--- src/shared/dlx_defs.svh ---
// Constants for the direction-load and XOR execution block
`ifndef DLX_DEFS_SVH
`define DLX_DEFS_SVH
`define DLX_OPERAND_PORT_A 3'h5
`define DLX_OPERAND_PORT_B 3'h6
`define DLX_OPERAND_PORT_C 3'h7
`define DLX_DIR_RESET 8'hff
`define DLX_ACC_RESET 8'h00
`define DLX_ZERO_RESET 1'b0
`define DLX_DEST_ACC 1'b0
`define DLX_DEST_REG 1'b1
`endif

--- src/shared/dlx_pkg.sv ---
// Types for the direction-load and XOR execution block
package dlx_pkg;
  typedef enum logic [1:0] {
    DLX_OP_NONE,
    DLX_OP_DIR_LOAD,
    DLX_OP_XOR_IMM,
    DLX_OP_XOR_REG
  } dlx_op_t;

  typedef struct packed {
    dlx_op_t op;
    logic [7:0] literal;
    logic [6:0] reg_addr;
    logic [7:0] reg_data;
    logic dest;
  } dlx_instr_t;

  typedef struct packed {
    logic valid;
    logic [6:0] addr;
    logic [7:0] data;
  } dlx_mem_wr_t;

  typedef struct packed {
    logic [7:0] acc;
    logic zero;
    logic [7:0] port_a_direction;
    logic [7:0] port_b_direction;
    logic [7:0] port_c_direction;
    dlx_mem_wr_t mem_wr;
    logic bad_operand;
  } dlx_state_t;
endpackage : dlx_pkg

--- src/dlx_exec.sv ---
// Execution of direction-load and XOR instructions
`timescale 1ns/1ns
`include "dlx_defs.svh"

// Function
// (RULE_01) Direction load copies accumulator, operands 5-7, flags kept
// (RULE_02) Operands 5,6,7 select ports A,B,C
// (RULE_03) Immediate XOR of literal into accumulator
// (RULE_04) Immediate XOR changes only zero flag
// (RULE_05) Register XOR with 7-bit addressed register
// (RULE_06) Destination 0 accumulator, 1 register
// (RULE_07) Register XOR changes only zero flag
// (RULE_08) Zero flag set when result zero
module dlx_exec (
  input wire logic clock,
  input wire logic reset_n,
  input wire logic instr_valid,
  input dlx_pkg::dlx_instr_t instr,
  output dlx_pkg::dlx_state_t state
);
  import dlx_pkg::*;

  dlx_state_t r;
  dlx_state_t next_r;
  logic [7:0] reg_result;
  logic [7:0] imm_result;

  assign reg_result = r.acc ^ instr.reg_data;
  assign imm_result = r.acc ^ instr.literal;
  assign state = r;

  always_comb begin
    next_r = r;
    next_r.mem_wr.valid = 1'b0;
    next_r.bad_operand = 1'b0;
    if (instr_valid) begin
      unique case (instr.op)
        DLX_OP_NONE: begin
        end
        DLX_OP_DIR_LOAD: begin
          // Flags untouched; see RULE_01
          unique case (instr.literal[2:0])
            `DLX_OPERAND_PORT_A: next_r.port_a_direction = r.acc; // see RULE_02
            `DLX_OPERAND_PORT_B: next_r.port_b_direction = r.acc; // see RULE_02
            `DLX_OPERAND_PORT_C: next_r.port_c_direction = r.acc; // see RULE_02
            default: next_r.bad_operand = 1'b1; // see RULE_01
          endcase
          if (instr.literal[7:3] != 5'h00) begin
            next_r.port_a_direction = r.port_a_direction;
            next_r.port_b_direction = r.port_b_direction;
            next_r.port_c_direction = r.port_c_direction;
            next_r.bad_operand = 1'b1; // see RULE_01
          end
        end
        DLX_OP_XOR_IMM: begin
          next_r.acc = imm_result; // see RULE_03
          next_r.zero = (imm_result == 8'h00); // see RULE_04 see RULE_08
        end
        DLX_OP_XOR_REG: begin
          next_r.zero = (reg_result == 8'h00); // see RULE_07 see RULE_08
          if (instr.dest == `DLX_DEST_ACC) begin
            next_r.acc = reg_result; // see RULE_06
          end else begin
            next_r.mem_wr.valid = 1'b1; // see RULE_05 see RULE_06
            next_r.mem_wr.addr = instr.reg_addr;
            next_r.mem_wr.data = reg_result;
          end
        end
      endcase
    end
  end

  always_ff @(posedge clock or negedge reset_n) begin
    if (!reset_n) begin
      r.acc <= `DLX_ACC_RESET;
      r.zero <= `DLX_ZERO_RESET;
      r.port_a_direction <= `DLX_DIR_RESET;
      r.port_b_direction <= `DLX_DIR_RESET;
      r.port_c_direction <= `DLX_DIR_RESET;
      r.mem_wr <= '0;
      r.bad_operand <= 1'b0;
    end else begin
      r <= next_r;
    end
  end
endmodule : dlx_exec

--- config.mk ---
export PLATFORM = sky130hd
export DESIGN_NAME = dlx_exec
export DESIGN_NICKNAME = d
export VERILOG_FILES = /design/src/shared/dlx_pkg.sv /design/src/dlx_exec.sv
export VERILOG_INCLUDE_DIRS = /design/src /design/src/shared
export SDC_FILE = /design/constraint.sdc
export NUM_CORES = 1
export LEC_CHECK = 0
export BUFFER_PORTS_ARGS = -buffer_cell sky130_fd_sc_hd__buf_2
export CAP_MARGIN = 20
export CORE_AREA = 2 2 76 96
export DETAILED_ROUTE_END_ITERATION = 6
export DIE_AREA = 0 0 78 98
export GPL_TIMING_DRIVEN = 0
export SYNTH_ARGS = -nofsm -noshare
export SYNTH_HDL_FRONTEND = slang
export SYNTH_SLANG_ARGS = --single-unit
--- constraint.sdc ---
create_clock -name clock -period 1.3 [get_ports clock]
set_clock_uncertainty 0.15 [all_clocks]
set_input_delay 0.13 -clock clock [delete_from_list [all_inputs] [get_ports clock]]
set_output_delay 0.13 -clock clock [all_outputs]
set_load 0.02 [all_outputs]
==> results of run 1 <==
## through the flow
stage	total power (uW)	setup WS [ps]	utilization (%)	hold WS [ps]
final	5415	-286.4	48.62	12.47
after global routing	5725	-344.4	48.62	25.08
after CTS	5391	-329.6	46.93	-68.32
after detailed placement	4437	-722.4	43.57	219.6
after global placement	4414	-681.5	43.57	212.5
after floorplan	3775	-385.1	-	-315.6
## worst register-to-register path: stages (launching register included)
cell     delay [ps]
dfrtp_2         450
buf_16          150
xor2_1          170
nor4_2          340
a221o_1         200
## what timing repair did
action	in CTS	in global routing
hold buffers	7	1
setup buffers	2	1
pin swaps	5	1
gates resized for setup	15	24
setup endpoints to repair	26	48
hold endpoints to repair	33	26
## cell usage in the layout, fill, tap and decap left out, types with 2 or more instances in the layout
cell,instances
buf_2,57
mux2_2,31
nand2_1,27
dfstp_2,24
dfrtp_1,20
buf_4,19
xor2_1,12
o21ai_0,8
xnor2_2,8
a21oi_1,8
dlygate4sd3_1,8
clkbuf_8,7
dfrtp_2,6
xnor2_4,3
buf_16,3
and2_1,2
clkbuf_4,2
buf_6,2
nand4b_4,2
buf_8,2
nand4_1,2
nor4_2,2
clkbuf_1,2
buf_12,2
## per-layer routing
metal	up-vias	wire, microns
li1	798	-
met1	810	2275
met2	49	2729
met3	14	286
met4	0	184
met5	-	0
## cell type report
cell class,instances,area share (%)
Buffer,11,4.915
Clock buffer,8,2.722
Inverter,1,0.1134
Multi-Input combinational cell,116,32.55
Sequential cell,50,38.94
Tap cell,90,3.403
Timing Repair Buffer,88,17.35
## logic make-up (layout without fill, tap and decap cells)
logic type	after synthesis	after routing
flops	50	50
simple gates	42	42
mux	32	32
xor+xnor	24	24
compound gates	18	18
buf+inv	14	108
## worst max path at each step
| stage | to | slack [ps] | cells after the start |
|---|---|---|---|
| 5_1_grt | state[31] | -340 | 6 |
| 4_1_cts | state[31] | -330 | 6 |
| 3_3_place_gp | state[24] | -680 | 5 |
| 3_5_place_dp | state[20] | -720 | 5 |
| 6_report | state[31] | -290 | 6 |
| 2_1_floorplan | state[17] | -390 | 4 |
## power by group
group,internal [uW],switching [uW]
combinational,1140,1190
clock,435,492
sequential,1890,270
==> results.py, run 1 <==
metrics = {
    "placement": {
        "gp_congestion": 0.7797,
        "dp_cells": 346,
        "numPortBuffers": 76,
        "place_area_sq_mm": 0.002965,
        "dp_hpwl_microns": 4005,
    },
    "synth": {
        "yosysTopAreaCell": "dfrtp_1",
        "synth-simple-area-share_pct": 10.58,
        "syn_inst": 180,
        "synthTopCellsByArea": "dfrtp_1, dfstp_2, mux2_2",
        "synthAdderAreaFrac_pct": 0,
        "yosysWarnings": 0,
        "synth_ff_type": "dfrtp_1",
        "async_reset_ff_share_pct": 100.0,
        "synth_compound_area_share_pct": 4.025,
        "synth_mux_area_share_pct": 14.86,
        "synth.distinct_cells": 27,
        "ys_ff_latch": 50,
        "synth.top_cell.area_share_pct": 26.83,
        "synthesis.nets": 209,
        "syn_area_sq_mm": 0.002425,
        "synth_commonest_cells": "mux2_2, nand2_1, dfrtp_1",
        "synth_edf_count": 0,
        "syn_area_per_cell_sq_um": 13.47,
        "synth_xor_area_share_pct": 8.669,
        "synth_top_family_by_area": "multiplexers",
        "seq_area_frac_synth_pct": 52.84,
        "synth.most_common_cell": "mux2_2",
    },
    "global_route": {
        "grt_usage_pct": 15.13,
        "grt_pass1_vias": 1719,
        "gr-usage-met3_pct": 3.789,
        "busiest_layer": "met2",
        "antenna_found_initial": 0,
        "grt_pass1_wl_microns": 8797,
        "grtUsageMet2_pct": 24.40,
        "grt_overflow_total": 0,
        "use_met1_pct": 18.91,
        "grt_max_degree": 51,
    },
    "power_and_ir_drop": {
        "p_per_area_mw_per_mm2": 1636,
        "p_leak_uw": 0.001610,
        "peakVddDrop_v": 0.0007236,
    },
    "clocking": {
        "htreeDepth": 2,
        "cts_tree": "yes",
        "numClockSinks": 50,
        "clock_latency_ps": 300,
        "root_buffer": "clkbuf_8",
        "cts-buffers-inserted": 5,
        "cts.clk_slew.worst_paths_ps": 90,
        "clk_path_buf_depth": 2,
    },
    "sta": {
        "final-hold-violation-count": 0,
        "slew-limit-headroom_pct": 64.05,
        "fin_crit_ps": 1586,
        "setup_viol": 25,
        "finalCritPeriodShare_pct": 122.0,
        "worst_pin_slew_ps": 537.3,
        "slew_viol_final": 0,
        "finalSetupTns_ps": -6339,
        "fmax_mhz": 630.4,
        "fin_ws_ps": -286.4,
        "rsz0062_at_grt": "yes",
    },
    "setup_path": {
        "r2r_slack_ps": -210,
        "critPathMaxStageDelay_ps": 540,
        "cpMaxStageDelayCell": "or4b_4",
        "r2r-end": "state[41]",
        "path_class": "input port to flip-flop",
        "r2r_cells": 4,
        "endpoint_kind": "flip-flop",
        "timing.rr.start": "state[42]",
        "critPathMaxFanout": 8,
        "cp.required_ps": 1390,
        "crit_start": "instr[22]",
        "cp-start-kind": "input port",
        "arrival_ps": 1670,
        "cp_num_buf_inv": 2,
        "crit_family": "simple AND/OR/NAND/NOR gates",
        "path_cells": "buf_8 > or4b_4 > nor3_4 > buf_12 > nand4b_4 > mux2_4",
    },
    "floorplan": {
        "io_pins": 79,
        "die_h_microns": 98,
        "initial_core_util_pct": 35.63,
        "die_w_microns": 78,
        "rows": 34,
        "core-area_sq_mm": 0.006807,
        "fp.dieArea_sq_mm": 0.007644,
    },
    "final_layout": {
        "layout-drive-gt1-share_pct": 64.96,
        "fin_cells": 364,
        "ff_latch_area_sq_mm": 0.001289,
        "diodes": 0,
        "final_area_sq_mm": 0.003309,
        "final_nets": 302,
        "multiInputGateArea_sq_mm": 0.001077,
        "largest_register_ffs": 50,
        "fillers": 655,
        "syn2layout_area_growth_pct": 36.48,
    },
    "status": {
        "status": "complete, but fails checks",
        "violations": "setup timing",
    },
    "route": {
        "initialDrtViolationCount": 65,
        "wl_microns": 5476,
        "ant_nets": 0,
        "drt-wirelength-per-cell_microns": 15.04,
        "drc": 0,
        "num_vias": 1671,
        "dr.pass1.iters": 4,
        "via_per_inst": 4.591,
    },
    "min_path": {
        "hold_depth": 3,
        "min-delay-path-class": "input port to flip-flop",
        "hold_end": "state[6]",
        "worstHoldStart": "instr[6]",
    },
    "run": {
        "maxCapViolCount": 0,
    },
}
Power figures use the tool's default switching activity.
==> run 2: changes to the inputs <==
Settings changed: CORE_AREA 2 2 76 96 to 2 2 84 106, DIE_AREA 0 0 78 98 to 0 0 86 108.
==> results.py, run 2 (same netlist as run 1, synthesis figures left out) <==
metrics = {
    "status": {
        "status": "complete, but fails checks",
        "violations": "setup timing",
    },
    "sta": {
        "worst_pin_slew_ps": 588.2,
        "slew_viol_final": 0,
        "fin_crit_ps": 1594,
        "fmax_mhz": 627.2,
        "rsz0062_at_grt": "yes",
        "finalCritPeriodShare_pct": 122.6,
        "setup_viol": 25,
        "fin_ws_ps": -294.4,
        "slew-limit-headroom_pct": 60.78,
        "final-hold-violation-count": 0,
    },
    "route": {
        "dr.pass1.iters": 4,
        "via_per_inst": 4.480,
        "num_vias": 1698,
        "drc": 0,
        "initialDrtViolationCount": 40,
        "wl_microns": 5913,
        "ant_nets": 0,
        "drt-wirelength-per-cell_microns": 15.60,
    },
    "min_path": {
        "min-delay-path-class": "input port to flip-flop",
    },
    "final_layout": {
        "largest_register_ffs": 50,
        "final_common_cell": "buf_2",
        "syn2layout_area_growth_pct": 42.83,
        "layout-drive-gt1-share_pct": 66.31,
        "final_nets": 310,
        "mostFrequentLayoutCells": "buf_2, mux2_2, buf_4, nand2_1, dfstp_2",
        "diodes": 0,
        "final_area_sq_mm": 0.003463,
        "fillers": 758,
        "fin_util_pct": 42.27,
    },
    "setup_path": {
        "cp-start-kind": "input port",
        "endpoint_kind": "flip-flop",
        "critPathMaxFanout": 8,
        "cp.required_ps": 1390,
        "arrival_ps": 1680,
        "path_class": "input port to flip-flop",
    },
    "global_route": {
        "grt_max_degree": 27,
        "grt_pass1_vias": 1765,
        "antenna_found_initial": 0,
        "busiest_layer": "met2",
        "grt_pass1_wl_microns": 9397,
        "grt_usage_pct": 13.32,
        "use_met1_pct": 16.56,
        "grtUsageMet2_pct": 22.59,
        "grt_overflow_total": 0,
        "gr-usage-met3_pct": 2.977,
    },
    "clocking": {
        "cts.clk_slew.worst_paths_ps": 90,
        "clk_path_buf_depth": 2,
        "root_buffer": "clkbuf_8",
        "htreeDepth": 2,
        "numClockSinks": 50,
        "cts-buffers-inserted": 5,
        "cts_tree": "yes",
        "clock_latency_ps": 300,
    },
    "floorplan": {
        "rows": 37,
        "initial_core_util_pct": 29.59,
        "die_h_microns": 108,
        "core-area_sq_mm": 0.008194,
        "fp.dieArea_sq_mm": 0.009288,
        "io_pins": 79,
        "die_w_microns": 86,
    },
    "placement": {
        "place_area_sq_mm": 0.002994,
        "dp_hpwl_microns": 4337,
        "gp_congestion": 0.7314,
        "numPortBuffers": 76,
    },
    "power_and_ir_drop": {
        "p_leak_uw": 0.001673,
        "p_per_area_mw_per_mm2": 1687,
        "peakVddDrop_v": 0.0008520,
    },
    "run": {
        "maxCapViolCount": 0,
    },
}
## run 2: cell types whose count changed in the layout (fill, tap and decap cells not counted), sizes merged
cell	previous run	this run
inv	1	2
clkbuf	12	10
clkinv	0	1
buf	85	93
## run 2: layer usage
layer,wire length (microns),up-vias
met4,94,0
li1,-,817
met1,2377,832
met5,0,-
met3,327,6
met2,3113,43
## run 2: worst paths after layout
kind / start / to / slack [ps] / depth (start not counted)
max in group asynchronous: reset_n / state[29] / 180 / 3
worst min-delay path: instr[4] / state[4] / 20 / 3
worst min register to register: state[2] / state[2] / 330 / 2
min in group asynchronous: reset_n / state[1] / 200 / 2
worst max-delay path: instr[22] / state[31] / -290 / 6
worst max register to register: state[43] / state[41] / -140 / 4
## run 2: layout make-up
| type | count | area, sq um | share of cell area [%] |
|---|---|---|---|
| clock inverter | 2 | 11.26 | 0.3251 |
| multi-input combinational | 116 | 1085 | 31.32 |
| tap | 97 | 121.4 | 3.504 |
| timing repair buffer | 94 | 655.6 | 18.93 |
| sequential | 50 | 1289 | 37.21 |
| buffer | 13 | 215.2 | 6.214 |
| clock buffer | 6 | 82.58 | 2.384 |
| inverter | 1 | 3.754 | 0.1084 |
## run 2: critical path, cell delays in order
cell and delay [ps]:
buf_8 90, or4b_4 530, nor3_4 170, buf_12 140
nand4b_4 230, mux2_4 380
## run 2: stage by stage
step / setup slack, ps / total power (uW) / TNS, ps / std cells / hold WS [ps]
6_report: -294.4 / 5842 / -6346 / 379 / 24.52
5_1_grt: -334.2 / 6182 / -7693 / 379 / 44.41
3_3_place_gp: -710.9 / 4427 / -20600 / 353 / 211.6
3_5_place_dp: -725.3 / 4455 / -20530 / 354 / 24.69
2_1_floorplan: -385.1 / 3775 / -9573 / 180 / -315.6
4_1_cts: -339.1 / 5754 / -7295 / 375 / 18.33
## run 2: power breakdown
part           internal, uW  switching [uW]
Combinational          1460            1320
Clock                   430             516
Sequential             1890             224
## run 2: what timing repair did
action / in CTS / in global routing
pin swaps: 7 / 4
setup buffers: 5 / 4
gates cloned: 0 / 0
endpoints found under the setup margin: 31 / 51
endpoints found under the hold margin: 24 / 0
hold buffers: 8 / 0
resized for setup: 23 / 32
==> run 3: changes to the inputs <==
Clock period 1.3 ns to 1.45 ns, I/O delays scaled along.
==> results.py, run 3 (same netlist as run 1, synthesis figures left out) <==
metrics = {
    "route": {
        "via_per_inst": 4.562,
        "dr.pass1.iters": 4,
        "drt-wirelength-per-cell_microns": 15.59,
        "num_vias": 1697,
        "drc": 0,
        "wl_microns": 5799,
        "initialDrtViolationCount": 55,
        "ant_nets": 0,
    },
    "final_layout": {
        "fillers": 812,
        "final_nets": 303,
        "layout-drive-gt1-share_pct": 66.18,
        "largest_register_ffs": 50,
        "diodes": 0,
        "syn2layout_area_growth_pct": 36.74,
        "multiInputGateArea_sq_mm": 0.001101,
        "mostFrequentLayoutCells": "buf_2, mux2_2, nand2_1, dfstp_2, dfrtp_1",
        "ff_latch_area_sq_mm": 0.001290,
        "final_common_cell": "buf_2",
    },
    "setup_path": {
        "path_class": "input port to flip-flop",
        "critPathMaxFanout": 8,
        "arrival_ps": 1690,
        "cp-start-kind": "input port",
        "endpoint_kind": "flip-flop",
        "cp.required_ps": 1540,
    },
    "power_and_ir_drop": {
        "p_seq_share_pct": 39.5,
        "combinationalPowerShare_pct": 41.8,
        "p_leak_uw": 0.001626,
        "power.internal_uw": 3258,
        "peakVddDrop_v": 0.0009521,
        "p_switching_uw": 1799,
        "clockPowerShare_pct": 18.8,
        "p_sw_share_pct": 35.58,
        "p_per_area_mw_per_mm2": 1525,
        "p_total_uw": 5057,
    },
    "floorplan": {
        "die_w_microns": 86,
        "fp.dieArea_sq_mm": 0.009288,
        "rows": 37,
        "io_pins": 79,
        "initial_core_util_pct": 29.59,
        "core-area_sq_mm": 0.008194,
        "die_h_microns": 108,
    },
    "clocking": {
        "root_buffer": "clkbuf_8",
        "clock_latency_ps": 310,
        "cts_tree": "yes",
        "numClockSinks": 50,
        "cts-buffers-inserted": 5,
        "clk_path_buf_depth": 2,
        "htreeDepth": 2,
        "cts.clk_slew.worst_paths_ps": 90,
    },
    "sta": {
        "final-hold-violation-count": 0,
        "rsz0062_at_grt": "yes",
        "fin_crit_ps": 1603,
        "setup_viol": 24,
        "slew_viol_final": 0,
        "slew-limit-headroom_pct": 60.86,
        "fmax_mhz": 623.9,
        "worst_pin_slew_ps": 585.0,
        "whs_ps": 20.73,
        "fin_ws_ps": -152.9,
        "finalCritPeriodShare_pct": 110.5,
    },
    "placement": {
        "dp_hpwl_microns": 4274,
        "numPortBuffers": 76,
        "gp_congestion": 0.7108,
    },
    "status": {
        "violations": "setup timing",
        "status": "complete, but fails checks",
    },
    "global_route": {
        "grt_pass1_wl_microns": 8907,
        "grt_pass1_vias": 1721,
        "grt_usage_pct": 12.85,
        "grt_overflow_total": 0,
        "grt_max_degree": 29,
        "antenna_found_initial": 0,
    },
    "run": {
        "maxCapViolCount": 0,
    },
    "min_path": {
        "min-delay-path-class": "input port to flip-flop",
    },
}
run 3: cell types whose count changed in the layout (fill, tap and decap cells not counted), sizes merged:
cell    change
buf         -7
clkbuf      +2
clkinv      -1
inv         -1
run 3: cell type report:
class	instances	area share (%)
sequential	50	38.91
multi-input combinational	116	33.21
timing repair buffer	90	16.38
buffer	10	4.377
tap	97	3.660
clock buffer	8	3.358
inverter	1	0.1132
run 3: path summary, 6_finish.rpt:
path | from | end | slack [ps] | cells past startpoint
min in group asynchronous | reset_n | state[44] | 200 | 2
max | instr[22] | state[17] | -150 | 6
min | instr[4] | state[4] | 20 | 3
min reg2reg | state[3] | state[3] | 340 | 2
max in group asynchronous | reset_n | state[38] | 320 | 3
max reg2reg | state[42] | state[41] | 10 | 4
run 3: timing repair:
item,CTS,global route
endpoints found under the hold margin,12,0
setup buffers,4,1
setup endpoints to repair,25,37
pin swaps,8,4
gates resized for setup,15,10
hold buffers,8,0
run 3: per-layer routing:
metal / global-route usage (%) / vias up / part of all wire (%)
met1: 15.19 / 848 / 40
met3: 3.511 / 5 / 5.5
li1: - / 804 / -
met4: 4.762 / 0 / 1.6
met2: 22.15 / 40 / 52
met5: 0 / - / 0
run 3: power by group through the flow:
stage	clock, uW	sequential (uW)	combinational (uW)
after floorplan	0	2260	1120
after global placement	0	1910	2050
after detailed placement	0	1920	2060
after CTS	1010	1960	2130
after global routing	1060	2050	2250
final	948	2000	2110
run 3: per-stage QoR:
stage / utilization [%] / setup WS, ps / area, sq um / TNS (ps) / cells
3_5_place_dp: 36.28 / -609.2 / 2973 / -17650 / 354
3_3_place_gp: 36.04 / -578.7 / 2953 / -16650 / 353
4_1_cts: 39.90 / -221.2 / 3269 / -4096 / 372
2_1_floorplan: - / -250.1 / 2451 / -6055 / 180
6_report: 40.46 / -152.9 / 3316 / -2794 / 372
5_1_grt: 40.46 / -197.7 / 3316 / -3791 / 372
run 3: critical path: stages:
cell and delay (ps):
buf_6 90, or4b_4 540, nor3_4 160, buf_12 140, nand4_4 230, mux2_4 380
